<file path="config.mk">
export PLATFORM = sky130hd
export DESIGN_NAME = prc_top
export DESIGN_NICKNAME = d
export VERILOG_FILES = /design/src/prc_pkg.sv /design/src/prc_deglitch.sv /design/src/prc_pulse_timer.sv /design/src/prc_top.sv
export SDC_FILE = /design/constraint.sdc
export NUM_CORES = 1
export LEC_CHECK = 0
export ABC_AREA = 1
export BUFFER_PORTS_ARGS = -buffer_cell sky130_fd_sc_hd__buf_2
export CAP_MARGIN = 20
export CORE_AREA = 4 4 217 156
export CTS_CLUSTER_SIZE = 20
export DETAILED_ROUTE_END_ITERATION = 10
export DIE_AREA = 0 0 221 160
export PLACE_DENSITY = 0.47
export SYNTH_ARGS = -nofsm -noshare
export SYNTH_HDL_FRONTEND = slang
export SYNTH_SLANG_ARGS = --single-unit
export TNS_END_PERCENT = 100
</file>
<file path="constraint.sdc">
create_clock -name i_clk -period 5.4 [get_ports i_clk]
set_clock_uncertainty 0.05 [all_clocks]
set_input_delay 1.08 -clock i_clk [delete_from_list [all_inputs] [get_ports i_clk]]
set_output_delay 1.08 -clock i_clk [all_outputs]
set_load 0.02 [all_outputs]
</file>
<file path="src/prc_pkg.sv">
// How it works
// MAC-side outputs forced low whenever the transceiver core sits in reset.
// at power-up stay in hardware reset until power-good is seen.
// a supply dropping re-enters hardware reset until power is good again.
// the outside controller holds the reset pin low for at least 10 us.
// reset pin low pulses shorter than about 1 us are rejected.
// after reset release pins stay tristated, straps latch, then pins go functional.
// oscillator enables first, PLL only after the crystal settling time.
// internal logic and registers released within 50 ms of pin release.
// chip soft reset bit starts the full start-up sequence again.
// after chip soft reset, logic and registers return within 10 ms.
// system ready flag sets once start-up has completed.
// core reset bit resets core logic about 1.2 us then self-clears.
// core reset keeps register contents and register access.
// host port reset bit resets MAC interface about 1.2 us, self-clears.
// host port reset aborts transfers, keeps link, keeps registers accessible.
// interrupt pin low on link change or FIFO error when enabled.
// hardware reset interrupt cannot be masked.
// each maskable cause passes both system mask and core mask.
// host reads both flag registers to find the interrupt cause.
// indicator pin pulled to supply at reset selects active-low drive.
// straps sampled two-level at reset exit and held as register defaults.
// ready flag reads zero from any full reset until start-up completes.
// reset request bits read zero once their action is complete.
package prc_pkg;
    // clock rate and time figures
    localparam int CLK_MHZ = 125;
    localparam int DEGLITCH_NS = 1000;
    localparam int DEGLITCH_CYC = (DEGLITCH_NS * CLK_MHZ + 999) / 1000;
    localparam int PULSE_NS = 1200;
    localparam int PULSE_CYC = (PULSE_NS * CLK_MHZ) / 1000;
    localparam int TRISTATE_NS = 1000;
    localparam int TRISTATE_CYC = (TRISTATE_NS * CLK_MHZ + 999) / 1000;
    localparam int XTAL_US = 2000;
    localparam int XTAL_CYC = XTAL_US * CLK_MHZ;
    localparam int PLL_US = 1000;
    localparam int PLL_CYC = PLL_US * CLK_MHZ;
    localparam int HW_RELEASE_MS = 50;
    localparam int HW_RELEASE_CYC = HW_RELEASE_MS * 1000 * CLK_MHZ;
    localparam int SW_RELEASE_MS = 10;
    localparam int SW_RELEASE_CYC = SW_RELEASE_MS * 1000 * CLK_MHZ;

    // register map, device 0x1E
    localparam logic [4:0] DEV_ADDR = 5'h1E;
    localparam logic [15:0] OFS_CHIP_RST = 16'h8810;
    localparam logic [15:0] OFS_CORE_RST = 16'h8814;
    localparam logic [15:0] OFS_PORT_RST = 16'h8815;
    localparam logic [15:0] OFS_SYS_STATE = 16'h8818;
    localparam logic [15:0] OFS_SYS_IRQ_MASK = 16'h8820;
    localparam logic [15:0] OFS_CORE_IRQ_MASK = 16'h8821;
    localparam logic [15:0] OFS_SYS_IRQ_FLAGS = 16'h8822;
    localparam logic [15:0] OFS_CORE_IRQ_FLAGS = 16'h8823;

    // field positions
    localparam int RST_BIT = 0;
    localparam int READY_BIT = 0;
    localparam int SYS_HWRST_BIT = 0;
    localparam int SYS_CORE_BIT = 1;
    localparam int CORE_LINK_BIT = 0;
    localparam int CORE_FIFO_BIT = 1;

    // values after reset
    localparam logic [15:0] SYS_MASK_RST = 16'h0000;
    localparam logic [15:0] CORE_MASK_RST = 16'h0000;

    typedef enum logic [2:0] {
        ST_HWRST,
        ST_TRIST,
        ST_STRAP,
        ST_OSC,
        ST_PLL,
        ST_RUN
    } prc_seq_t;
endpackage

</file>
<file path="src/prc_deglitch.sv">
`timescale 1ns/1ps
// passes a synchronised level only after it has held for STABLE_CYC cycles
module prc_deglitch #(
    parameter int STABLE_CYC = prc_pkg::DEGLITCH_CYC
) (
    input wire logic i_clk,
    input wire logic i_sys_rst,
    input wire logic i_level,
    output logic o_level
);
    localparam int CW = $clog2(STABLE_CYC + 1);

    if (STABLE_CYC < 1) begin : g_bad
        $error("prc_deglitch: STABLE_CYC must be at least one");
    end

    logic level_reg, level_next;
    logic [CW-1:0] cnt_reg, cnt_next;

    // count cycles of disagreement; any return to the old level restarts the count
    always_comb begin
        level_next = level_reg;
        cnt_next = cnt_reg;
        if (i_level == level_reg) begin
            cnt_next = '0;
        end else if (cnt_reg == CW'(STABLE_CYC - 1)) begin
            level_next = i_level;
            cnt_next = '0;
        end else begin
            cnt_next = cnt_reg + CW'(1);
        end
    end

    // low after reset: treat the pin as asserted until proven otherwise
    always_ff @(posedge i_clk or posedge i_sys_rst) begin
        if (i_sys_rst) begin
            level_reg <= 1'b0;
            cnt_reg <= '0;
        end else begin
            level_reg <= level_next;
            cnt_reg <= cnt_next;
        end
    end

    assign o_level = level_reg;

    glitch_reject_a: assert property (
        @(posedge i_clk) disable iff (i_sys_rst)
        (level_reg != $past(level_reg)) |-> ($past(cnt_reg) == CW'(STABLE_CYC - 1)))
        else $error("deglitch output moved before the stable time");

    glitch_restart_a: assert property (
        @(posedge i_clk) disable iff (i_sys_rst)
        (i_level == level_reg) |=> (cnt_reg == '0))
        else $error("deglitch count not cleared by a returning level");
endmodule // prc_deglitch

</file>
<file path="src/prc_pulse_timer.sv">
`timescale 1ns/1ps
// one start pulse gives a level of exactly PULSE_CYC cycles; starts while busy are dropped
module prc_pulse_timer #(
    parameter int PULSE_CYC = prc_pkg::PULSE_CYC
) (
    input wire logic i_clk,
    input wire logic i_sys_rst,
    input wire logic i_start,
    output logic o_active
);
    localparam int CW = $clog2(PULSE_CYC + 1);

    if (PULSE_CYC < 1) begin : g_bad
        $error("prc_pulse_timer: PULSE_CYC must be at least one");
    end

    logic active_reg, active_next;
    logic [CW-1:0] cnt_reg, cnt_next;

    // self-clearing: the level ends on its own, software never clears it
    always_comb begin
        active_next = active_reg;
        cnt_next = cnt_reg;
        if (active_reg) begin
            if (cnt_reg == CW'(PULSE_CYC - 1)) begin
                active_next = 1'b0;
                cnt_next = '0;
            end else begin
                cnt_next = cnt_reg + CW'(1);
            end
        end else if (i_start) begin
            active_next = 1'b1;
            cnt_next = '0;
        end
    end

    always_ff @(posedge i_clk or posedge i_sys_rst) begin
        if (i_sys_rst) begin
            active_reg <= 1'b0;
            cnt_reg <= '0;
        end else begin
            active_reg <= active_next;
            cnt_reg <= cnt_next;
        end
    end

    assign o_active = active_reg;

    pulse_length_a: assert property (
        @(posedge i_clk) disable iff (i_sys_rst)
        $fell(active_reg) |-> ($past(cnt_reg) == CW'(PULSE_CYC - 1)))
        else $error("reset pulse ended at the wrong length");

    pulse_start_a: assert property (
        @(posedge i_clk) disable iff (i_sys_rst)
        (!active_reg && i_start) |=> (active_reg && cnt_reg == '0))
        else $error("reset pulse did not start on request");
endmodule // prc_pulse_timer

</file>
<file path="src/prc_top.sv">
`timescale 1ns/1ps
// reset sequencing, soft resets and interrupt gating behind the management register port
module prc_top #(
    parameter int STRAP_W = 6,
    parameter int MAC_W = 8,
    parameter int XTAL_CYC = prc_pkg::XTAL_CYC,
    parameter int PLL_CYC = prc_pkg::PLL_CYC,
    parameter int HW_RELEASE_CYC = prc_pkg::HW_RELEASE_CYC,
    parameter int SW_RELEASE_CYC = prc_pkg::SW_RELEASE_CYC
) (
    input wire logic i_clk,
    input wire logic i_sys_rst,
    input wire logic i_reset_pin_n,
    input wire logic i_power_good,
    input wire logic [STRAP_W-1:0] i_strap,
    input wire logic i_ind_a_sense,
    input wire logic i_ind_b_sense,
    input wire logic [MAC_W-1:0] i_mac_out,
    input wire logic i_link_change,
    input wire logic i_fifo_error,
    input wire logic [4:0] i_reg_dev,
    input wire logic [15:0] i_reg_addr,
    input wire logic [15:0] i_reg_wdata,
    input wire logic i_reg_wr,
    input wire logic i_reg_rd,
    output logic [15:0] o_reg_rdata,
    output logic o_reg_rvalid,
    output logic [MAC_W-1:0] o_mac_out,
    output logic o_io_functional,
    output logic o_osc_en,
    output logic o_pll_en,
    output logic o_logic_rst,
    output logic o_core_rst,
    output logic o_host_port_rst,
    output logic o_system_ready,
    output logic [STRAP_W-1:0] o_strap_latched,
    output logic o_ind_a_active_low,
    output logic o_ind_b_active_low,
    output logic o_int_n
);
    localparam int SYNC_W = STRAP_W + 4;
    localparam int SEQ_CYC = prc_pkg::TRISTATE_CYC + XTAL_CYC + PLL_CYC + 2;

    if (XTAL_CYC < 1 || PLL_CYC < 1 || STRAP_W < 1 || MAC_W < 1
            || SEQ_CYC >= SW_RELEASE_CYC || SW_RELEASE_CYC > HW_RELEASE_CYC) begin : g_bad
        $error("prc_top: start-up counts do not fit the release windows");
    end

    // two-flop synchronisers for every pin-level input
    logic [SYNC_W-1:0] async_in, sync1_reg, sync2_reg;
    assign async_in = {i_ind_b_sense, i_ind_a_sense, i_strap, i_power_good, i_reset_pin_n};
    always_ff @(posedge i_clk or posedge i_sys_rst) begin
        if (i_sys_rst) begin
            sync1_reg <= '0;
            sync2_reg <= '0;
        end else begin
            sync1_reg <= async_in;
            sync2_reg <= sync1_reg;
        end
    end

    logic pin_clean, pg_s, hw_req;
    assign pg_s = sync2_reg[1];

    prc_deglitch #(.STABLE_CYC(prc_pkg::DEGLITCH_CYC)) u_pin_filter (
        .i_clk(i_clk),
        .i_sys_rst(i_sys_rst),
        .i_level(sync2_reg[0]),
        .o_level(pin_clean)
    );

    // a filtered low pin or any bad supply holds the chip in hardware reset
    assign hw_req = !pg_s || !pin_clean;

    // register port decode; writes only land once the logic is released
    prc_pkg::prc_seq_t state_reg, state_next;
    logic wr_hit, rd_hit, chip_rst_wr, core_start, port_start;
    assign wr_hit = i_reg_wr && i_reg_dev == prc_pkg::DEV_ADDR && state_reg == prc_pkg::ST_RUN;
    assign rd_hit = i_reg_rd && i_reg_dev == prc_pkg::DEV_ADDR && state_reg == prc_pkg::ST_RUN;
    assign chip_rst_wr = wr_hit && i_reg_addr == prc_pkg::OFS_CHIP_RST
        && i_reg_wdata[prc_pkg::RST_BIT];
    assign core_start = wr_hit && i_reg_addr == prc_pkg::OFS_CORE_RST
        && i_reg_wdata[prc_pkg::RST_BIT];
    assign port_start = wr_hit && i_reg_addr == prc_pkg::OFS_PORT_RST
        && i_reg_wdata[prc_pkg::RST_BIT];

    logic core_active, port_active;
    prc_pulse_timer #(.PULSE_CYC(prc_pkg::PULSE_CYC)) u_core_pulse (
        .i_clk(i_clk),
        .i_sys_rst(i_sys_rst),
        .i_start(core_start),
        .o_active(core_active)
    );
    prc_pulse_timer #(.PULSE_CYC(prc_pkg::PULSE_CYC)) u_port_pulse (
        .i_clk(i_clk),
        .i_sys_rst(i_sys_rst),
        .i_start(port_start),
        .o_active(port_active)
    );

    // start-up sequencer: tristate, strap latch, oscillator, PLL, release
    logic [31:0] cnt_reg, cnt_next;
    logic from_hw_reg, from_hw_next;
    logic [STRAP_W-1:0] strap_reg, strap_next;
    logic ind_a_reg, ind_a_next, ind_b_reg, ind_b_next;
    always_comb begin
        state_next = state_reg;
        cnt_next = cnt_reg + 32'h1;
        from_hw_next = from_hw_reg;
        strap_next = strap_reg;
        ind_a_next = ind_a_reg;
        ind_b_next = ind_b_reg;
        case (state_reg)
            prc_pkg::ST_HWRST: begin
                cnt_next = '0;
                from_hw_next = 1'b1;
                state_next = prc_pkg::ST_TRIST;
            end
            prc_pkg::ST_TRIST: begin
                if (cnt_reg == 32'(prc_pkg::TRISTATE_CYC - 1)) begin
                    state_next = prc_pkg::ST_STRAP;
                    cnt_next = '0;
                end
            end
            prc_pkg::ST_STRAP: begin
                strap_next = sync2_reg[STRAP_W+1:2];
                ind_a_next = sync2_reg[STRAP_W+2];
                ind_b_next = sync2_reg[STRAP_W+3];
                state_next = prc_pkg::ST_OSC;
                cnt_next = '0;
            end
            prc_pkg::ST_OSC: begin
                if (cnt_reg == 32'(XTAL_CYC - 1)) begin
                    state_next = prc_pkg::ST_PLL;
                    cnt_next = '0;
                end
            end
            prc_pkg::ST_PLL: begin
                if (cnt_reg == 32'(PLL_CYC - 1)) begin
                    state_next = prc_pkg::ST_RUN;
                    cnt_next = '0;
                end
            end
            prc_pkg::ST_RUN: begin
                cnt_next = '0;
                if (chip_rst_wr) begin
                    state_next = prc_pkg::ST_TRIST;
                    from_hw_next = 1'b0;
                end
            end
            default: state_next = prc_pkg::ST_HWRST;
        endcase
        // hardware reset overrides every step, including a soft sequence in flight
        if (hw_req) begin
            state_next = prc_pkg::ST_HWRST;
            cnt_next = '0;
        end
    end

    always_ff @(posedge i_clk or posedge i_sys_rst) begin
        if (i_sys_rst) begin
            state_reg <= prc_pkg::ST_HWRST;
            cnt_reg <= '0;
            from_hw_reg <= 1'b1;
            strap_reg <= '0;
            ind_a_reg <= 1'b0;
            ind_b_reg <= 1'b0;
        end else begin
            state_reg <= state_next;
            cnt_reg <= cnt_next;
            from_hw_reg <= from_hw_next;
            strap_reg <= strap_next;
            ind_a_reg <= ind_a_next;
            ind_b_reg <= ind_b_next;
        end
    end

    // masks and sticky flags; masks survive core and port resets, not full resets
    logic [15:0] sys_mask_reg, sys_mask_next, core_mask_reg, core_mask_next;
    logic [15:0] core_flags_reg, core_flags_next;
    logic hwrst_flag_reg, hwrst_flag_next, full_rst, irq_any;
    assign full_rst = state_reg == prc_pkg::ST_HWRST || chip_rst_wr;
    always_comb begin
        sys_mask_next = sys_mask_reg;
        core_mask_next = core_mask_reg;
        core_flags_next = core_flags_reg;
        hwrst_flag_next = hwrst_flag_reg;
        if (wr_hit && i_reg_addr == prc_pkg::OFS_SYS_IRQ_MASK) begin
            sys_mask_next = i_reg_wdata;
        end
        if (wr_hit && i_reg_addr == prc_pkg::OFS_CORE_IRQ_MASK) begin
            core_mask_next = i_reg_wdata;
        end
        // reading the core flag register clears it, reading the system one clears only its hardware reset bit; a same-cycle event still lands
        if (rd_hit && i_reg_addr == prc_pkg::OFS_CORE_IRQ_FLAGS) begin
            core_flags_next = '0;
        end
        if (rd_hit && i_reg_addr == prc_pkg::OFS_SYS_IRQ_FLAGS) begin
            hwrst_flag_next = 1'b0;
        end
        if (full_rst) begin
            sys_mask_next = prc_pkg::SYS_MASK_RST;
            core_mask_next = prc_pkg::CORE_MASK_RST;
            core_flags_next = '0;
        end
        if (i_link_change) begin
            core_flags_next[prc_pkg::CORE_LINK_BIT] = 1'b1;
        end
        if (i_fifo_error) begin
            core_flags_next[prc_pkg::CORE_FIFO_BIT] = 1'b1;
        end
        if (state_reg == prc_pkg::ST_PLL && state_next == prc_pkg::ST_RUN && from_hw_reg) begin
            hwrst_flag_next = 1'b1;
        end
    end

    always_ff @(posedge i_clk or posedge i_sys_rst) begin
        if (i_sys_rst) begin
            sys_mask_reg <= prc_pkg::SYS_MASK_RST;
            core_mask_reg <= prc_pkg::CORE_MASK_RST;
            core_flags_reg <= '0;
            hwrst_flag_reg <= 1'b0;
        end else begin
            sys_mask_reg <= sys_mask_next;
            core_mask_reg <= core_mask_next;
            core_flags_reg <= core_flags_next;
            hwrst_flag_reg <= hwrst_flag_next;
        end
    end

    // core causes pass the core mask and then the system-level core enable
    assign irq_any = hwrst_flag_reg
        || (|(core_flags_reg & core_mask_reg) && sys_mask_reg[prc_pkg::SYS_CORE_BIT]);

    // read mux; request bits show only a reset still in progress
    logic [15:0] rdata_val;
    always_comb begin
        rdata_val = 16'h0000;
        if (rd_hit) begin
            case (i_reg_addr)
                prc_pkg::OFS_CHIP_RST: rdata_val = 16'h0000;
                prc_pkg::OFS_CORE_RST: rdata_val = {15'h0000, core_active};
                prc_pkg::OFS_PORT_RST: rdata_val = {15'h0000, port_active};
                prc_pkg::OFS_SYS_STATE: rdata_val = 16'h0001;
                prc_pkg::OFS_SYS_IRQ_MASK: rdata_val = sys_mask_reg;
                prc_pkg::OFS_CORE_IRQ_MASK: rdata_val = core_mask_reg;
                prc_pkg::OFS_SYS_IRQ_FLAGS:
                    rdata_val = {14'h0000, |core_flags_reg, hwrst_flag_reg};
                prc_pkg::OFS_CORE_IRQ_FLAGS: rdata_val = core_flags_reg;
                default: rdata_val = 16'h0000;
            endcase
        end
    end

    // registered outputs
    logic core_rst_next, port_rst_next, run_next, funct_next, osc_next, pll_next;
    logic [MAC_W-1:0] mac_next;
    assign run_next = state_next == prc_pkg::ST_RUN;
    assign funct_next = state_next == prc_pkg::ST_OSC || state_next == prc_pkg::ST_PLL
        || run_next;
    assign osc_next = funct_next;
    assign pll_next = state_next == prc_pkg::ST_PLL || run_next;
    assign core_rst_next = core_active || !run_next;
    assign port_rst_next = port_active || !run_next;
    assign mac_next = (core_rst_next || port_rst_next) ? '0 : i_mac_out;

    always_ff @(posedge i_clk or posedge i_sys_rst) begin
        if (i_sys_rst) begin
            o_reg_rdata <= 16'h0000;
            o_reg_rvalid <= 1'b0;
            o_mac_out <= '0;
            o_io_functional <= 1'b0;
            o_osc_en <= 1'b0;
            o_pll_en <= 1'b0;
            o_logic_rst <= 1'b1;
            o_core_rst <= 1'b1;
            o_host_port_rst <= 1'b1;
            o_system_ready <= 1'b0;
            o_strap_latched <= '0;
            o_ind_a_active_low <= 1'b0;
            o_ind_b_active_low <= 1'b0;
            o_int_n <= 1'b1;
        end else begin
            o_reg_rdata <= rdata_val;
            o_reg_rvalid <= i_reg_rd;
            o_mac_out <= mac_next;
            o_io_functional <= funct_next;
            o_osc_en <= osc_next;
            o_pll_en <= pll_next;
            o_logic_rst <= !run_next;
            o_core_rst <= core_rst_next;
            o_host_port_rst <= port_rst_next;
            o_system_ready <= run_next;
            o_strap_latched <= strap_next;
            o_ind_a_active_low <= ind_a_next;
            o_ind_b_active_low <= ind_b_next;
            o_int_n <= !irq_any;
        end
    end

    // helper: cycles spent between leaving reset and releasing logic
    logic [31:0] rel_cnt_reg;
    always_ff @(posedge i_clk or posedge i_sys_rst) begin
        if (i_sys_rst) begin
            rel_cnt_reg <= '0;
        end else if (state_reg == prc_pkg::ST_HWRST || state_reg == prc_pkg::ST_RUN) begin
            rel_cnt_reg <= '0;
        end else begin
            rel_cnt_reg <= rel_cnt_reg + 32'h1;
        end
    end

    mac_low_a: assert property (
        @(posedge i_clk) disable iff (i_sys_rst) o_core_rst |-> (o_mac_out == '0))
        else $error("MAC outputs not low during core reset");
    power_hold_a: assert property (
        @(posedge i_clk) disable iff (i_sys_rst) !pg_s |=> (state_reg == prc_pkg::ST_HWRST))
        else $error("bad supply did not force hardware reset");
    strap_order_a: assert property (
        @(posedge i_clk) disable iff (i_sys_rst)
        $rose(o_io_functional) |-> ($past(state_reg) == prc_pkg::ST_STRAP))
        else $error("pins went functional before the strap latch");
    pll_after_osc_a: assert property (
        @(posedge i_clk) disable iff (i_sys_rst) $rose(o_pll_en) |-> o_osc_en && $past(o_osc_en))
        else $error("PLL enabled without a running oscillator");
    hw_release_a: assert property (
        @(posedge i_clk) disable iff (i_sys_rst) rel_cnt_reg < 32'(HW_RELEASE_CYC))
        else $error("logic release later than the hardware window");
    sw_release_a: assert property (
        @(posedge i_clk) disable iff (i_sys_rst) !from_hw_reg |-> rel_cnt_reg < 32'(SW_RELEASE_CYC))
        else $error("logic release later than the soft reset window");
    ready_clear_a: assert property (
        @(posedge i_clk) disable iff (i_sys_rst) chip_rst_wr |=> !o_system_ready [*3])
        else $error("ready flag stayed set after a chip reset request");
    nonmask_irq_a: assert property (
        @(posedge i_clk) disable iff (i_sys_rst) hwrst_flag_reg |=> !o_int_n)
        else $error("hardware reset interrupt was suppressed");
    mask_gate_a: assert property (
        @(posedge i_clk) disable iff (i_sys_rst)
        (!hwrst_flag_reg && !sys_mask_reg[prc_pkg::SYS_CORE_BIT]) |=> o_int_n)
        else $error("masked cause reached the interrupt pin");
    regs_kept_a: assert property (
        @(posedge i_clk) disable iff (i_sys_rst)
        (core_active && !full_rst && !wr_hit) |=> $stable(core_mask_reg))
        else $error("core reset disturbed register contents");
endmodule // prc_top

</file>
==> flow_metrics.env, run 1 <==
export IMPL_status="finished clean"
export IMPL_dr_first_iter_drc_count=395
export IMPL_async_reset_ff_share_pct=100
export IMPL_num_io_pins=102
export IMPL_peakVddDrop_v=0.000210
export IMPL_min_period_over_period_pct=57.4
export IMPL_slew_viol_final=0
export IMPL_syn_inst=840
export IMPL_worstPathArrival_ns=3.38
export IMPL_vias=5829
export IMPL_largest_register_ffs=32
export IMPL_period_needed_ns=3.10
export IMPL_ys_seq_area_share_pct=54.4
export IMPL_firstDrtPassIters=5
export IMPL_worstSetupStartpointType="input port"
export IMPL_grt_usage_pct=10.9
export IMPL_final_common_cell="nand2_1"
export IMPL_powerDensity_nw_per_um2=289
export IMPL_power_leakage_nw=4.13
export IMPL_cts_buffers_inserted=17
export IMPL_gp_congestion=0.862
export IMPL_grt_pass1_vias=5732
export IMPL_path_cells="buf_2 -> inv_1 -> nand2_1 -> nor2_2 -> inv_1 -> nor2_4 -> nor2_1 -> a21o_1 -> a21oi_1"
export IMPL_rr_worst_depth=9
export IMPL_rsz0062_at_grt="no"
export IMPL_yosysTopAreaCell="dfrtp_1"
export IMPL_postCtsResizedCells=0
export IMPL_clk_latency_ns=0.42
export IMPL_nets=1020
export IMPL_fp_dieW_um=221
export IMPL_slowest_delay_ns=0.58
export IMPL_cts_root_buf="clkbuf_16"
export IMPL_whs_ns=0.301
export IMPL_cts_setup_buffers=0
export IMPL_totalWireLength_mm=18.8
export IMPL_grt_pass1_wl_mm=31.3
export IMPL_cp_end_kind="register"
export IMPL_drv_cap=0
export IMPL_slowest_stage="nor2_2"
export IMPL_hold_start="sync1_reg[9]$_DFF_PP0_"
export IMPL_cts_clk_slew_worst_paths_ns=0.07
export IMPL_design_area_um2=8890
export IMPL_area_growth_pct=22.9
export IMPL_placed_cell_area_um2=8230
export IMPL_row_count=55
export IMPL_fmax_ghz=0.323
export IMPL_drcViolationCount=0
export IMPL_critPathMaxFanout=17
export IMPL_p_total_w=0.00257
export IMPL_ys_flop_type="dfrtp_1"
export IMPL_antenna_found_initial=1
export IMPL_antenna_cells=0
export IMPL_synth_edf_count=0
export IMPL_grt_max_degree=80
export IMPL_r2r_slack_ns=3.19
export IMPL_hold_viol=0
export IMPL_slew_headroom_pct=46.7
export IMPL_wire_per_inst_um=13.5
export IMPL_viasPerCell=4.19
export IMPL_ant_nets=0
export IMPL_layout_common_cells="nand2_1 (196), dfrtp_1 (152), nor2_1 (112)"
export IMPL_dp_hpwl_mm=13.6
export IMPL_port_buffers=101
export IMPL_synth_top_area_share_pct=52.6
export IMPL_synthTopCellsByArea="dfrtp_1 (53%), nand2_1 (10%), nor2_1 (5.9%), inv_1 (5.0%), xor2_1 (4.0%)"
export IMPL_setup_tns_ns=0
export IMPL_ys_warn_count=0
export IMPL_netlist_area_um2=7230
export IMPL_htreeDepth=4
export IMPL_syn_mean_instance_area_um2=8.61
export IMPL_synth_nets=909
export IMPL_reg2reg_from="cnt_reg[0]$_DFF_PP0_"
export IMPL_path_class="in2reg"
export IMPL_layout_drive_gt1_share_pct=18.7
export IMPL_path_common_cell="inv_1"
export IMPL_fp_dieH_um=160
export IMPL_fp_dieArea_um2=35400
export IMPL_worstHoldPathCells=0
export IMPL_start_util_pct=22.8
export IMPL_worst_ep_required_time_ns=5.69
export IMPL_max_clock_path_buffers=2
export IMPL_min_delay_path_class="reg2reg"
export IMPL_cts_tree="done"
export IMPL_postCtsHoldBufs=0
export IMPL_setup_viol_count_final=0
export IMPL_r2r_end="cnt_reg[22]$_DFF_PP0_"
export IMPL_worst_pin_slew_ns=0.799
export IMPL_overflow=0
export IMPL_core_area_um2=31800
export IMPL_synth_cell_types=41
export IMPL_cts_sinks=157
export IMPL_holdPathEnd="sync2_reg[9]$_DFF_PP0_"
export IMPL_synth_seq_cells=157
export IMPL_post_route_util_pct=28.0
[how the worst max path moves through the flow]
stage,depth (start not counted),start,endpoint
global placement,9,i_reg_addr[13],o_reg_rdata[3]$_DFF_PP0_
finish,9,i_reg_addr[3],o_reg_rdata[4]$_DFF_PP0_
detailed placement,9,i_reg_addr[13],o_reg_rdata[4]$_DFF_PP0_
floorplan,1,i_sys_rst,cnt_reg[0]$_DFF_PP0_
global route,9,i_reg_addr[3],o_reg_rdata[0]$_DFF_PP0_
CTS,9,i_reg_addr[13],o_reg_rdata[4]$_DFF_PP0_
[cells by family (layout without fill, tap and decap cells)]
group                    Yosys count  after routing  synth area share [%]
AND/OR/NAND/NOR                  418            418                  24.8
flip-flops                       157            157                  54.4
buffers and inverters            122            246                  6.83
AO/OA/AOI/OAI                     96             96                  7.82
XOR/XNOR                          38             38                  4.60
adder cells (fa/ha/maj)            8              8                  1.38
multiplexers                       1              1                 0.156
[synth_stat cells, types with 7 or more instances]
cell      number
a21oi_1       22
a21oi_2       10
clkbuf_1       7
dfrtp_1      152
ha_1           8
inv_1         97
inv_2          7
nand2_1      196
nand3_1       34
nand4_1       25
nor2_1       113
nor3_1        27
o21ai_0       36
o21ai_1        8
o22ai_1       10
xor2_1        33
[per-stage QoR]
stage                     setup WS (ns)  std cells
after floorplan                  0.0434        840
after CTS                          2.32       1389
after global routing               2.12       1391
final                              2.30       1391
after detailed placement           1.87       1357
after global placement             1.92       1357
[cell type report]
| class | instances | area [um2] |
|---|---|---|
| sequential | 157 | 3940 |
| clock buffer | 18 | 439 |
| timing repair buffer | 109 | 573 |
| fill | 3460 | 22900 |
| inverter | 105 | 399 |
| clock inverter | 14 | 200 |
| multi-input combinational | 561 | 2810 |
| tap | 427 | 534 |
[worst max-delay path: cells and delay by family]
kind,cells,cell delay [ns]
buffers and inverters,3,0.36
AND/OR/NAND/NOR,4,1.20
AO/OA/AOI/OAI,2,0.73
[routing by layer]
layer | vias up | GRT usage (%) | share of wire [%]
met5 | - | 0 | 0.053
met4 | 2 | 2.69 | 1.1
met3 | 15 | 3.09 | 5.4
met2 | 134 | 15.0 | 41
met1 | 2761 | 16.5 | 53
li1 | 2917 | - | -
[report_power, final]
group / internal, W / total [W] / leakage (nW) / switching, W
clock network: 0.000762 / 0.00131 / 0.311 / 0.000548
registers: 0.00119 / 0.00119 / 2.06 / 0.00000448
logic: 0.0000220 / 0.0000642 / 1.76 / 0.0000422
total: 0.00197 / 0.00257 / 4.13 / 0.000595
No activity file was read; power rests on OpenSTA's default activity.
==> run 2: changes to the inputs <==
Settings changed: PLACE_DENSITY 0.47 to 0.46.
Clock period 5.4 ns to 3.2 ns, I/O delays scaled along.
==> flow_metrics.env, run 2 (synthesis results as in run 1) <==
export IMPL_status="finished clean"
export IMPL_postCtsResizedCells=0
export IMPL_max_clock_path_buffers=2
export IMPL_port_buffers=101
export IMPL_r2r_end="cnt_reg[21]$_DFF_PP0_"
export IMPL_path_class="reg2reg"
export IMPL_placed_cell_area_um2=8300
export IMPL_dp_hpwl_mm=13.9
export IMPL_reg2reg_from="cnt_reg[0]$_DFF_PP0_"
export IMPL_critPathBufInv=1
export IMPL_final_common_cell="nand2_1"
export IMPL_crit_family="simple AND/OR/NAND/NOR gates"
export IMPL_rr_worst_depth=9
export IMPL_postCtsHoldBufs=0
export IMPL_setup_viol_count_final=0
export IMPL_cp_end_kind="register"
export IMPL_cp_num_cells=9
export IMPL_largest_register_ffs=32
export IMPL_wire_per_inst_um=13.6
export IMPL_ant_nets=0
export IMPL_critPathMaxFanout=29
export IMPL_slowest_delay_ns=0.40
export IMPL_seq_power_share_pct=48.1
export IMPL_nets=1023
export IMPL_antenna_found_initial=1
export IMPL_p_switching_w=0.00101
export IMPL_start_util_pct=22.8
export IMPL_min_period_over_period_pct=68.4
export IMPL_overflow=0
export IMPL_cts_clk_slew_worst_paths_ns=0.07
export IMPL_grt_pass1_vias=5683
export IMPL_gp_congestion=0.862
export IMPL_power_leakage_nw=4.13
export IMPL_drcViolationCount=0
export IMPL_min_delay_path_class="in2async"
export IMPL_power_frac_comb_pct=2.8
export IMPL_place_inst=1362
export IMPL_viasPerCell=4.14
export IMPL_worstPathArrival_ns=2.43
export IMPL_layout_common_cells="nand2_1 (196), dfrtp_1 (152), nor2_1 (111)"
export IMPL_cts_setup_buffers=0
export IMPL_clk_latency_ns=0.43
export IMPL_htreeDepth=4
export IMPL_slew_headroom_pct=42.6
export IMPL_area_growth_pct=22.9
export IMPL_path_cells="ha_1 -> nand2_1 -> nor2_2 -> nand2_1 -> nor2_1 -> a21boi_1 -> o31ai_2 -> buf_4 -> nor2_1"
export IMPL_dr_first_iter_drc_count=371
export IMPL_grt_usage_pct=11.0
export IMPL_period_needed_ns=2.19
export IMPL_hold_viol=0
export IMPL_layout_drive_gt1_share_pct=19.0
export IMPL_slew_viol_final=0
export IMPL_fp_dieW_um=221
export IMPL_design_area_um2=8890
export IMPL_grt_pass1_wl_mm=31.3
export IMPL_num_io_pins=102
export IMPL_fp_dieH_um=160
export IMPL_endpoint="cnt_reg[21]$_DFF_PP0_"
export IMPL_setup_worst_path_start="cnt_reg[0]$_DFF_PP0_"
export IMPL_drv_cap=0
export IMPL_firstDrtPassIters=5
export IMPL_worst_ep_required_time_ns=3.44
export IMPL_cts_root_buf="clkbuf_16"
export IMPL_cts_buffers_inserted=17
export IMPL_swShare_pct=24.1
export IMPL_totalWireLength_mm=19.0
export IMPL_core_area_um2=31800
export IMPL_antenna_cells=0
export IMPL_powerDensity_nw_per_um2=470
export IMPL_worstSetupStartpointType="register"
export IMPL_r2r_slack_ns=1.01
export IMPL_final_cells=1394
export IMPL_setup_tns_ns=0
export IMPL_fp_dieArea_um2=35400
export IMPL_cts_tree="done"
export IMPL_clkPwrFrac_pct=49.1
export IMPL_worst_pin_slew_ns=0.860
export IMPL_rsz0062_at_grt="no"
export IMPL_internal_power_w=0.00317
export IMPL_vias=5767
export IMPL_fmax_ghz=0.457
export IMPL_cts_sinks=157
export IMPL_row_count=55
export IMPL_grt_max_degree=45
export IMPL_peakVddDrop_v=0.000365
export IMPL_slowest_stage="dfrtp_1"
-- run 2: how the worst min path moves through the flow --
| stage | cells after the start | end | startpoint | slack [ns] |
|---|---|---|---|---|
| floorplan | 0 | sync2_reg[0]$_DFF_PP0_ | sync1_reg[0]$_DFF_PP0_ | 0.28 |
| global placement | 0 | sync2_reg[9]$_DFF_PP0_ | sync1_reg[9]$_DFF_PP0_ | 0.28 |
| detailed placement | 0 | sync2_reg[8]$_DFF_PP0_ | sync1_reg[8]$_DFF_PP0_ | 0.28 |
| CTS | 2 | core_mask_reg[8]$_DFFE_PP0P_ | i_sys_rst | 0.15 |
| global route | 2 | core_mask_reg[8]$_DFFE_PP0P_ | i_sys_rst | 0.17 |
| finish | 2 | core_mask_reg[8]$_DFFE_PP0P_ | i_sys_rst | 0.16 |
-- run 2: power groups by stage --
stage | Sequential (W) | Combinational [W] | Clock, W
finish | 0.00201 | 0.000117 | 0.00205
global route | 0.00201 | 0.000138 | 0.00220
CTS | 0.00201 | 0.000123 | 0.00212
detailed placement | 0.00205 | 0.000123 | 0
global placement | 0.00205 | 0.000123 | 0
floorplan | 0.00205 | 0.0000500 | 0
-- run 2: area by class of cell --
type,count,area [um2]
clock buffers,18,439
clock inverters,14,146
fillers,3448,22900
inverters,105,398
multi-input cells,561,2810
flip-flops and latches,157,3940
well taps,427,534
repair buffers,112,626
-- run 2: through the flow --
| step | utilization, % | hold slack (ns) | setup slack (ns) | power, W |
|---|---|---|---|---|
| global placement | 26.1 | 0.282 | 0.580 | 0.00217 |
| global route | 28.0 | 0.170 | 0.780 | 0.00435 |
| finish | 28.0 | 0.164 | 1.01 | 0.00417 |
| floorplan | - | 0.281 | 0.527 | 0.00210 |
| detailed placement | 26.1 | 0.285 | 0.588 | 0.00217 |
| CTS | 28.0 | 0.154 | 0.998 | 0.00425 |
-- run 2: worst reg2reg max path, cell delays in order (launching register included) --
cell	delay, ns
dfrtp_1	0.40
ha_1	0.25
nand2_1	0.16
nor2_2	0.18
nand2_1	0.08
nor2_1	0.14
a21boi_1	0.11
o31ai_2	0.22
buf_4	0.34
nor2_1	0.12
-- run 2: layer usage --
metal	track usage [%]	wire [um]	up-vias
met5	0	13	-
met4	2.84	187	2
met3	3.60	1010	16
met2	15.2	7670	114
met1	16.6	10100	2717
li1	-	-	2918
